$ cat src/rmc_map.svh
`ifndef RMC_MAP_SVH
`define RMC_MAP_SVH
// ----------------------------------------
// clock and timing
// ----------------------------------------
`define RMC_CLK_HZ 40000000
`define RMC_TICK_MS 1
`define RMC_MS_CYC ((`RMC_CLK_HZ / 1000) * `RMC_TICK_MS)
`define RMC_BOOT_S 5
`define RMC_BOOT_MS (`RMC_BOOT_S * 1000)
`define RMC_DLY_MAX 65535
// ----------------------------------------
// characters
// ----------------------------------------
`define RMC_CH_CR 8'h0d
`define RMC_CH_LF 8'h0a
`define RMC_CH_0 8'h30
`define RMC_CH_9 8'h39
`define RMC_CH_LA 8'h61
`define RMC_CH_LZ 8'h7a
`define RMC_CASE 8'h20
// ----------------------------------------
// keywords, left aligned in six characters
// ----------------------------------------
`define RMC_KW_DLY {"DELAY", 8'h00}
`define RMC_KW_RST {"RESET", 8'h00}
`define RMC_KW_SET {"SET", 24'h000000}
`define RMC_KW_CLS {"CLOSE", 8'h00}
`define RMC_KW_OPN {"OPEN", 16'h0000}
`define RMC_KW_QRY "QUERY?"
`define RMC_KW_TIM {"TIME?", 8'h00}
`define RMC_KW_IDN {"IDN?", 16'h0000}
`define RMC_KW_LEN 6
`define RMC_IDN_LEN 4
`endif

$ cat src/rmc_pkg.sv
package rmc_pkg;
  typedef enum logic [2:0] {ST_BOOT, ST_CMD, ST_NAME, ST_NUM, ST_HOLD, ST_RESP} rmc_st_t;
  typedef enum logic [2:0] {CM_DLY, CM_RST, CM_SET, CM_CLS, CM_OPN, CM_QRY, CM_TIM,
                            CM_IDN} rmc_cmd_t;
  typedef enum logic [1:0] {RS_NONE, RS_STAT, RS_TIME, RS_IDN} rmc_rsp_t;
endpackage

$ cat src/rmc_top.sv
// Function
// [RULE1] thirty-two relays, each independent state bit
// [RULE2] hold interval is 16-bit milliseconds
// [RULE3] short and long command spellings equal; identity answers only to the full IDN? spelling
// [RULE4] command letters matched ignoring case
// [RULE5] execute on parse; LF or END terminates
// [RULE6] commander terminates queries; others may chain
// [RULE7] close sets indexed relay 0..31
// [RULE8] index above 31 does nothing, no hold
// [RULE9] valid close/open/query holds next command
// [RULE10] interval persists until reprogrammed or reset
// [RULE11] hold after indexed reset-all, each close; a close with index above 31 does not hold
// [RULE12] identity: four fields split by semicolons
// [RULE13] query answer waits for terminator
// [RULE14] read returns last selected relay state
// [RULE15] close/open select; last one named wins
// [RULE16] status answer digit, CR, LF with END
// [RULE17] reset-all clears; indexed form also holds
// [RULE18] set-all sets; indexed form also holds
// [RULE19] delay readback decimal, CR, LF with END
// [RULE20] ready for commands within five seconds
// [RULE21] all relays open after power-up
// [RULE22] channel indicator lit while relay set
// [RULE23] hold counted on millisecond tick, stalls
`timescale 1ns/1ps
`include "rmc_map.svh"
module rmc_top #(
  parameter int N_RELAY = 32,
  parameter int MS_CYC = `RMC_MS_CYC,
  parameter int BOOT_MS = `RMC_BOOT_MS,
  parameter int IDN_LEN = 24,
  parameter logic [8*IDN_LEN-1:0] IDN_STR = "XY RM32;RELAY;V1.0;DATE0" // arbitrary value
) (
  // clock and reset
  input wire logic mclk_i,
  input wire logic arst_n_i,
  // command characters from the commander
  input wire logic [7:0] rx_data_i,
  input wire logic rx_end_i,
  input wire logic rx_valid_i,
  output logic rx_ready_o,
  // answer characters to the commander
  output logic [7:0] tx_data_o,
  output logic tx_end_o,
  output logic tx_valid_o,
  input wire logic tx_ready_i,
  // relay drivers, indicators and status
  output logic [N_RELAY-1:0] relay_o,
  output logic [N_RELAY-1:0] led_o,
  output logic ready_o
);
  localparam int IW = $clog2(N_RELAY);

  typedef struct packed {
    rmc_pkg::rmc_st_t st;
    rmc_pkg::rmc_cmd_t cmd;
    rmc_pkg::rmc_rsp_t rkind;
    logic have;
    logic [7:0] ch;
    logic chend;
    logic pterm;
    logic rxr;
    logic [2:0] kidx;
    logic [16:0] num;
    logic [2:0] ndig;
    logic ovf;
    logic [N_RELAY-1:0] relay;
    logic [IW-1:0] sel;
    logic [15:0] dly;
    logic [15:0] hold;
    logic [31:0] div;
    logic [31:0] boot;
    logic rdy;
    logic [7:0] ridx;
    logic [19:0] bcd;
    logic b0_v;
    logic [7:0] b0_d;
    logic b0_e;
    logic b1_v;
    logic [7:0] b1_d;
    logic b1_e;
  } rmc_state_t;

  rmc_state_t s_r;
  rmc_state_t s_nxt;
  logic fin_c;
  logic idx_ok_c;

  // ----------------------------------------
  // helpers
  // ----------------------------------------
  // fold lower case onto upper case
  function automatic logic [7:0] to_upper(input logic [7:0] c);
    logic [7:0] u;
    u = c;
    if (c >= `RMC_CH_LA && c <= `RMC_CH_LZ) begin
      u = c - `RMC_CASE;
    end
    return u;
  endfunction

  // character of the long spelling at a position
  function automatic logic [7:0] kw_char(input rmc_pkg::rmc_cmd_t c, input logic [2:0] i);
    logic [47:0] w;
    w = '0;
    unique case (c)
      rmc_pkg::CM_DLY: w = `RMC_KW_DLY;
      rmc_pkg::CM_RST: w = `RMC_KW_RST;
      rmc_pkg::CM_SET: w = `RMC_KW_SET;
      rmc_pkg::CM_CLS: w = `RMC_KW_CLS;
      rmc_pkg::CM_OPN: w = `RMC_KW_OPN;
      rmc_pkg::CM_QRY: w = `RMC_KW_QRY;
      rmc_pkg::CM_TIM: w = `RMC_KW_TIM;
      rmc_pkg::CM_IDN: w = `RMC_KW_IDN;
    endcase
    if (i >= 3'(`RMC_KW_LEN)) begin
      return 8'h00;
    end
    return w[47 - 8*i -: 8];
  endfunction

  // binary to five decimal digits
  function automatic logic [19:0] to_bcd(input logic [15:0] v);
    logic [35:0] t;
    t = {20'h00000, v};
    for (int i = 0; i < 16; i++) begin
      for (int d = 0; d < 5; d++) begin
        if (t[16 + 4*d +: 4] >= 4'h5) begin
          t[16 + 4*d +: 4] = t[16 + 4*d +: 4] + 4'h3;
        end
      end
      t = t << 1;
    end
    return t[35:16];
  endfunction

  // ----------------------------------------
  // next state
  // ----------------------------------------
  always_comb begin
    logic tick;
    logic term;
    logic consume;
    logic hld;
    logic gen_v;
    logic gen_last;
    logic [7:0] gen_d;
    logic [20:0] acc;
    logic [7:0] c;
    s_nxt = s_r;
    tick = 1'b0;
    term = 1'b0;
    consume = 1'b0;
    hld = 1'b0;
    gen_v = 1'b0;
    gen_last = 1'b0;
    gen_d = 8'h00;
    acc = '0;
    c = s_r.ch;
    fin_c = 1'b0;
    // millisecond divider
    if (s_r.div >= 32'(MS_CYC - 1)) begin
      s_nxt.div = '0;
      tick = 1'b1;
    end else begin
      s_nxt.div = s_r.div + 32'h1;
    end
    // one-character input latch, case folded
    if (rx_valid_i && s_r.rxr) begin
      s_nxt.have = 1'b1;
      s_nxt.ch = to_upper(rx_data_i); // [RULE4]
      s_nxt.chend = rx_end_i;
    end
    term = (s_r.have && c == `RMC_CH_LF) || (s_r.pterm && !s_r.have); // [RULE5]
    idx_ok_c = s_r.ndig != 3'h0 && !s_r.ovf && s_r.num < 17'(N_RELAY);
    unique case (s_r.st)
      rmc_pkg::ST_BOOT: begin
        if (tick) begin
          s_nxt.boot = s_r.boot + 32'h1;
        end
        if (s_r.boot >= 32'(BOOT_MS - 1)) begin
          s_nxt.rdy = 1'b1; // [RULE20]
          s_nxt.st = rmc_pkg::ST_CMD;
        end
      end
      rmc_pkg::ST_CMD: begin
        if (term) begin
          consume = s_r.have;
          s_nxt.pterm = 1'b0;
          if (s_r.rkind != rmc_pkg::RS_NONE) begin
            s_nxt.st = rmc_pkg::ST_RESP; // [RULE13]
          end
          s_nxt.bcd = to_bcd(s_r.dly);
          s_nxt.ridx = 8'h4;
          if (s_r.rkind == rmc_pkg::RS_IDN) begin
            s_nxt.ridx = 8'h0;
          end else if (s_r.rkind == rmc_pkg::RS_TIME) begin
            // skip leading zeros, keep the last digit
            for (int i = 3; i >= 0; i--) begin
              if (s_nxt.bcd[19 - 4*i -: 4] != 4'h0) begin
                s_nxt.ridx = 8'(i);
              end
            end
          end
        end else if (s_r.have) begin
          consume = 1'b1;
          s_nxt.kidx = 3'h1;
          s_nxt.num = '0;
          s_nxt.ndig = 3'h0;
          s_nxt.ovf = 1'b0;
          s_nxt.st = rmc_pkg::ST_NAME;
          // first letter picks the command; others are ignored
          unique case (c)
            "D": s_nxt.cmd = rmc_pkg::CM_DLY;
            "R": s_nxt.cmd = rmc_pkg::CM_RST;
            "S": s_nxt.cmd = rmc_pkg::CM_SET;
            "C": s_nxt.cmd = rmc_pkg::CM_CLS;
            "O": s_nxt.cmd = rmc_pkg::CM_OPN;
            "Q": s_nxt.cmd = rmc_pkg::CM_QRY;
            "T": s_nxt.cmd = rmc_pkg::CM_TIM;
            "I": s_nxt.cmd = rmc_pkg::CM_IDN;
            default: s_nxt.st = rmc_pkg::ST_CMD;
          endcase
        end
      end
      rmc_pkg::ST_NAME, rmc_pkg::ST_NUM: begin
        if (s_r.have && c >= `RMC_CH_0 && c <= `RMC_CH_9 && s_r.cmd != rmc_pkg::CM_IDN) begin
          consume = 1'b1;
          s_nxt.st = rmc_pkg::ST_NUM;
          acc = {4'h0, s_r.num} * 21'd10 + {13'h0, c - `RMC_CH_0};
          if (s_r.ndig != 3'h7) begin
            s_nxt.ndig = s_r.ndig + 3'h1;
          end
          if (acc > 21'(`RMC_DLY_MAX)) begin
            s_nxt.ovf = 1'b1;
          end else begin
            s_nxt.num = acc[16:0];
          end
        end else if (s_r.have && s_r.st == rmc_pkg::ST_NAME && c == kw_char(s_r.cmd, s_r.kidx)) begin
          consume = 1'b1; // long spelling letter [RULE3]
          s_nxt.kidx = s_r.kidx + 3'h1;
        end else if (s_r.have || s_r.pterm) begin
          fin_c = 1'b1; // char is kept for the next command
        end
      end
      rmc_pkg::ST_HOLD: begin
        if (tick && s_r.hold != 16'h0) begin
          s_nxt.hold = s_r.hold - 16'h1; // [RULE23]
        end
        if (s_r.hold == 16'h0) begin
          s_nxt.st = rmc_pkg::ST_CMD;
        end
      end
      rmc_pkg::ST_RESP: begin
        if (!s_r.b1_v) begin
          gen_v = 1'b1;
          if (s_r.rkind == rmc_pkg::RS_IDN) begin
            gen_last = s_r.ridx == 8'(IDN_LEN + 1);
            gen_d = s_r.ridx < 8'(IDN_LEN) ? IDN_STR[8*IDN_LEN - 1 - 8*s_r.ridx -: 8] :
                    (gen_last ? `RMC_CH_LF : `RMC_CH_CR); // [RULE12]
          end else begin
            gen_last = s_r.ridx == 8'h6;
            if (s_r.ridx == 8'h5) begin
              gen_d = `RMC_CH_CR;
            end else if (gen_last) begin
              gen_d = `RMC_CH_LF; // [RULE16]
            end else if (s_r.rkind == rmc_pkg::RS_STAT) begin
              gen_d = `RMC_CH_0 + {7'h00, s_r.relay[s_r.sel]}; // [RULE14]
            end else begin
              gen_d = `RMC_CH_0 + {4'h0, s_r.bcd[19 - 4*s_r.ridx[2:0] -: 4]}; // [RULE19]
            end
          end
          s_nxt.ridx = s_r.ridx + 8'h1;
          if (gen_last) begin
            s_nxt.rkind = rmc_pkg::RS_NONE;
            s_nxt.st = rmc_pkg::ST_CMD;
          end
        end
      end
    endcase
    // execute a parsed command at once
    if (fin_c) begin
      s_nxt.st = rmc_pkg::ST_CMD;
      unique case (s_r.cmd)
        rmc_pkg::CM_DLY: begin
          if (s_r.ndig != 3'h0 && !s_r.ovf) begin
            s_nxt.dly = s_r.num[15:0]; // [RULE2] [RULE10]
          end
        end
        rmc_pkg::CM_RST: begin
          s_nxt.relay = '0; // [RULE17] [RULE22]
          hld = idx_ok_c; // [RULE11]
        end
        rmc_pkg::CM_SET: begin
          s_nxt.relay = '1; // [RULE18]
          hld = idx_ok_c;
        end
        rmc_pkg::CM_CLS, rmc_pkg::CM_OPN, rmc_pkg::CM_QRY: begin
          if (s_r.cmd == rmc_pkg::CM_QRY) begin
            s_nxt.rkind = rmc_pkg::RS_STAT;
          end
          if (idx_ok_c) begin // [RULE8]
            hld = 1'b1; // [RULE9]
            s_nxt.sel = s_r.num[IW-1:0]; // [RULE15]
            if (s_r.cmd == rmc_pkg::CM_CLS) begin
              s_nxt.relay[s_r.num[IW-1:0]] = 1'b1; // [RULE7] [RULE1]
            end else if (s_r.cmd == rmc_pkg::CM_OPN) begin
              s_nxt.relay[s_r.num[IW-1:0]] = 1'b0;
            end
          end
        end
        rmc_pkg::CM_TIM: s_nxt.rkind = rmc_pkg::RS_TIME;
        rmc_pkg::CM_IDN: begin
          if (s_r.kidx == 3'(`RMC_IDN_LEN)) begin
            s_nxt.rkind = rmc_pkg::RS_IDN;
          end
        end
      endcase
      if (hld) begin
        s_nxt.st = rmc_pkg::ST_HOLD;
        s_nxt.hold = s_r.dly;
        s_nxt.div = '0; // full first millisecond
      end
    end
    if (consume) begin
      s_nxt.have = 1'b0;
      s_nxt.pterm = s_r.pterm | s_r.chend;
    end
    // two-entry answer buffer
    if (s_r.b0_v && tx_ready_i) begin
      s_nxt.b0_v = s_r.b1_v;
      s_nxt.b0_d = s_r.b1_d;
      s_nxt.b0_e = s_r.b1_e;
      s_nxt.b1_v = 1'b0;
    end
    if (gen_v) begin
      if (!s_nxt.b0_v) begin
        s_nxt.b0_v = 1'b1;
        s_nxt.b0_d = gen_d;
        s_nxt.b0_e = gen_last;
      end else begin
        s_nxt.b1_v = 1'b1;
        s_nxt.b1_d = gen_d;
        s_nxt.b1_e = gen_last;
      end
    end
    s_nxt.rxr = !s_nxt.have;
  end

  // ----------------------------------------
  // state register
  // ----------------------------------------
  always_ff @(posedge mclk_i or negedge arst_n_i) begin
    if (!arst_n_i) begin
      s_r <= '0; // relays open, interval zero [RULE21]
      s_r.st <= rmc_pkg::ST_BOOT;
    end else begin
      s_r <= s_nxt;
    end
  end

  // outputs straight from the state register
  assign rx_ready_o = s_r.rxr;
  assign tx_valid_o = s_r.b0_v;
  assign tx_data_o = s_r.b0_d;
  assign tx_end_o = s_r.b0_e;
  assign relay_o = s_r.relay;
  assign led_o = s_r.relay; // [RULE22]
  assign ready_o = s_r.rdy;

  // ----------------------------------------
  // assertions
  // ----------------------------------------
  chk_hold_stall: assert property (@(posedge mclk_i) disable iff (!arst_n_i) // [RULE23]
    s_r.st == rmc_pkg::ST_HOLD && s_r.hold != 16'h0 |=> $stable(s_r.relay))
    else $error("relays changed during hold");
  chk_close_sets: assert property (@(posedge mclk_i) disable iff (!arst_n_i) // [RULE7]
    fin_c && s_r.cmd == rmc_pkg::CM_CLS && idx_ok_c |=> relay_o[$past(s_r.num[IW-1:0])] &&
    led_o[s_r.sel] && s_r.sel == $past(s_r.num[IW-1:0]))
    else $error("close did not set relay");
  chk_bad_index: assert property (@(posedge mclk_i) disable iff (!arst_n_i) // [RULE8]
    fin_c && s_r.cmd inside {rmc_pkg::CM_CLS, rmc_pkg::CM_OPN} && !idx_ok_c
    |=> $stable(relay_o) && s_r.st != rmc_pkg::ST_HOLD)
    else $error("bad index acted");
  chk_reset_all: assert property (@(posedge mclk_i) disable iff (!arst_n_i) // [RULE17]
    fin_c && s_r.cmd == rmc_pkg::CM_RST |=> relay_o == '0 && led_o == '0)
    else $error("reset-all left relay set");
  chk_set_all: assert property (@(posedge mclk_i) disable iff (!arst_n_i) // [RULE18]
    fin_c && s_r.cmd == rmc_pkg::CM_SET && idx_ok_c |=> &relay_o && s_r.hold == s_r.dly)
    else $error("set-all failed");
  chk_end_on_lf: assert property (@(posedge mclk_i) disable iff (!arst_n_i) // [RULE16]
    tx_valid_o && tx_end_o |-> tx_data_o == `RMC_CH_LF)
    else $error("end flag not on line feed");
  chk_hold_load: assert property (@(posedge mclk_i) disable iff (!arst_n_i) // [RULE9]
    fin_c && s_r.cmd == rmc_pkg::CM_OPN && idx_ok_c |=> s_r.hold == $past(s_r.dly) ##0
    s_r.st == rmc_pkg::ST_HOLD)
    else $error("hold not loaded");
  chk_boot_open: assert property (@(posedge mclk_i) disable iff (!arst_n_i) // [RULE21]
    !ready_o |-> relay_o == '0 && led_o == '0 && !tx_valid_o)
    else $error("relay set before ready");
  chk_dly_prog: assert property (@(posedge mclk_i) disable iff (!arst_n_i) // [RULE2]
    fin_c && s_r.cmd == rmc_pkg::CM_DLY && s_r.ndig != 3'h0 && !s_r.ovf
    |=> s_r.dly == $past(s_r.num[15:0]))
    else $error("delay not programmed");
endmodule

$ cat config.mk
export PLATFORM = sky130hd
export DESIGN_NAME = rmc_top
export DESIGN_NICKNAME = d
export VERILOG_FILES = /design/src/rmc_pkg.sv /design/src/rmc_top.sv
export VERILOG_INCLUDE_DIRS = /design/src
export SDC_FILE = /design/constraint.sdc
export NUM_CORES = 1
export LEC_CHECK = 0
export BUFFER_PORTS_ARGS = -buffer_cell sky130_fd_sc_hd__buf_2
export CAP_MARGIN = 20
export CORE_ASPECT_RATIO = 0.8
export CORE_MARGIN = 4
export CORE_UTILIZATION = 45
export DETAILED_ROUTE_END_ITERATION = 8
export PLACE_DENSITY_LB_ADDON = 0.1
export SLEW_MARGIN = 20
export SYNTH_ARGS = -nofsm -noshare
export SYNTH_HDL_FRONTEND = slang
export SYNTH_SLANG_ARGS = --single-unit
$ cat constraint.sdc
create_clock -name mclk_i -period 21.9 [get_ports mclk_i]
set_input_delay 2.19 -clock mclk_i [delete_from_list [all_inputs] [get_ports mclk_i]]
set_output_delay 2.19 -clock mclk_i [all_outputs]
set_load 0.01 [all_outputs]
==> results.toml <==
[logic_synthesis]
synth_cells = 2358
syn_avg_cell_area_um2 = 8.29
async_flop_share_pct = 100
synth_seq_cells = 225
yosys_warnings = 0
synth-edff-count = 0
ys_types = 131
synthFlopType = "dfrtp_1"
seq_area_frac_synth_pct = 28.8
synth_area_mm2 = 0.0195

[global_route]
grt_max_degree = 81
antenna_found_initial = 0
grt_pass1_wl_um = 85000
grt_pass1_vias = 16200
groute.usage.overall_pct = 21.2
grt_overflow = 0

[clock_tree]
cts_tree = "built"
clock_latency_ns = 0.54
cts_buffers = 25
cts_hold_buf = 0
cts_resized = 0
cts.clk_slew.worst_paths_ns = 0.06
post_cts_buffers = 0
cts.sink_count = 225
cts_htree_levels = 1
ctsRootBufferMaster = "clkbuf_16"
cts_buffer_depth = 3

[worst_setup_path]
reg2regPathDepth = 62
crit_type = "reg -> reg"
worstPathRequired_ns = 22.35
timing.rr.end = "s_r[41]"
crit_fanout = 12
r2r_start = "s_r[143]"
crit_arrival_ns = 14.23
crit_top_cell = "ha_1"
r2r_slack_ns = 8.12
cp-startpoint = "s_r[143]"
worstSetupEndpointType = "flip-flop"
start_kind = "flip-flop"
crit_path_end = "s_r[41]"
crit_path_top_delay_cell = "xnor2_1"
max_stage_delay_ns = 0.57

[pwr]
power_density_mw_per_mm2 = 45.8
total_power_mw = 0.943
switching_share_pct = 25.2
comb_power_share_pct = 6.6
seqPwrFrac_pct = 48.1
p_sw_mw = 0.237
p_leak_nw = 9.07
p_int_mw = 0.706
vdd_drop_max_mv = 0.0452
clockPowerShare_pct = 45.3

[run]
max-cap-violations = 0

[drt]
first_pass_iters = 6
drc = 0
wl_per_cell_um = 17.7
dr.first_iter.drc_count = 1520
vias = 17300
via_per_inst = 6.03
drtAntennaViolNets = 0
wirelength_um = 50800

[die]
core_mm2 = 0.0424
dieWidth_um = 241
dieArea_mm2 = 0.0468
start_util_pct = 46.1
boundaryPins = 89
rows = 67
die-height_um = 194

[timing]
slew_headroom_pct = 34.0
fin_crit_ns = 13.78
post-route-period-util_pct = 62.9
slew_violations = 0
rsz0062_at_grt = "false"
fin_setup_tns_ns = 0
fin_ws_ns = 8.12
hold_viol = 0
fmax_ghz = 0.0726
skew_ns = 0.0205
setup_viol = 0
worst_pin_slew_ns = 0.988

[finish]
area_delta_synth_final_pct = 5.50
nets = 2422
final_common_cell = "nand2_1"
drive_above_1_share_pct = 13.2
diodes = 0
final_cell_mix = "nand2_1, dfrtp_1, o21ai_0, a21oi_1, nor2_1"

[run_status]
status = "complete, no violations"

[place]
gp_congestion = 0.889
dp_slack_ns = 8.23
dp_hpwl_um = 37100
port_buffers = 88

[hold_path]
hold_class = "reg -> reg"
-- cells by family after synthesis --
family                     synth area share, %
and+or+nand+nor                           19.6
AOI/OAI and AO/OA                         25.7
buffers and inverters                     7.56
DFF                                       28.8
xor gates and xnor gates                  6.19
adders and majority gates                 6.73
muxes                                     5.44
other                                   0.0192
-- critical path, delay by kind of cell (launching register included) --
family	cells	cell delay, ns
XOR/XNOR	8	2.21
adder cells (fa/ha/maj)	12	2.99
buffers and inverters	6	0.53
AND/OR/NAND/NOR	16	2.96
flip-flops	1	0.48
AO/OA/AOI/OAI	20	4.48
-- flip-flops by register name, summed over array words and instances, names as in the netlist --
| signal | flops |
|---|---|
| led_o | 32 |
| ready_o | 1 |
| rx_ready_o | 1 |
| s_r | 181 |
| tx_data_o | 8 |
| tx_end_o | 1 |
| tx_valid_o | 1 |
-- area by class of cell --
cell class	instances	area, µm²
clock inverters	5	85.1
inverters	104	398
flip-flops and latches	225	5630
multi-input cells	1848	12500
repair buffers	102	568
fillers	4044	21800
clock buffers	40	732
well taps	552	691
-- power by group through the flow --
stage / Sequential [mW] / Clock (mW) / Combinational [mW]
after floorplan: 0.447 / 0 / 0.0480
after global placement: 0.460 / 0 / 0.0609
after detailed placement: 0.460 / 0 / 0.0620
after CTS: 0.453 / 0.439 / 0.0626
after global routing: 0.455 / 0.456 / 0.0704
final: 0.453 / 0.428 / 0.0622
-- through the flow --
step | instance area (µm²) | instances | utilization [%] | hold slack, ns
2_1_floorplan | 19600 | 2373 | - | 0.438
4_1_cts | 20600 | 2875 | 48.5 | 0.486
5_1_grt | 20600 | 2876 | 48.6 | 0.515
6_report | 20600 | 2876 | 48.6 | 0.482
3_5_place_dp | 19800 | 2830 | 46.6 | 0.470
3_3_place_gp | 19800 | 2829 | 46.6 | 0.460
-- per-layer routing --
metal / up-vias / part of all wire [%] / global-route usage, %
met3: 58 / 4.5 / 2.41
met2: 439 / 43 / 31.3
met5: - / 0 / 0
li1: 8437 / - / -
met4: 0 / 1.2 / 3.29
met1: 8396 / 51 / 33.9
-- synth_stat cells (10+ instances only) --
cell type  count  area (µm²)
a31oi_1       34         213
buf_4         75         563
clkbuf_1      89         334
o21a_1        15         113
a21oi_1      190         951
mux4_2        15         338
nor2_1       173         649
nand2_1      241         905
inv_1         90         338
or2_2         17         106
nor3_1        53         265
o211ai_1      21         158
a21o_1        25         188
and3_1        35         219
buf_1         12        45.0
o22ai_1       21         131
mux2_2        35         394
nand2b_1      23         144
a211oi_1      26         195
o31ai_1       20         150
xor2_1        36         315
buf_2         14        70.1
nor4_1        38         238
o32ai_1       10        87.6
xnor2_1       79         692
o21ai_0      195         976
dfrtp_1      225        5630
or3_1         11        68.8
nor2b_1       20         125
nand4_1       19         119
ha_1         101        1260
and2_1        18         113
mux2i_1       25         250
o21bai_1      11        82.6
nand3_1       81         405
o31a_1        13         114
-- how the worst min path moves through the flow --
stage               slack, ns  cells after the start     from      end
global route             0.52                      2  s_r[28]  s_r[28]
floorplan                0.44                      2  s_r[36]  s_r[36]
global placement         0.46                      2   s_r[0]   s_r[0]
finish                   0.48                      2  s_r[28]  s_r[28]
detailed placement       0.47                      1  s_r[30]  s_r[30]
CTS                      0.49                      2  s_r[28]  s_r[28]
Power figures use the tool's default switching activity.
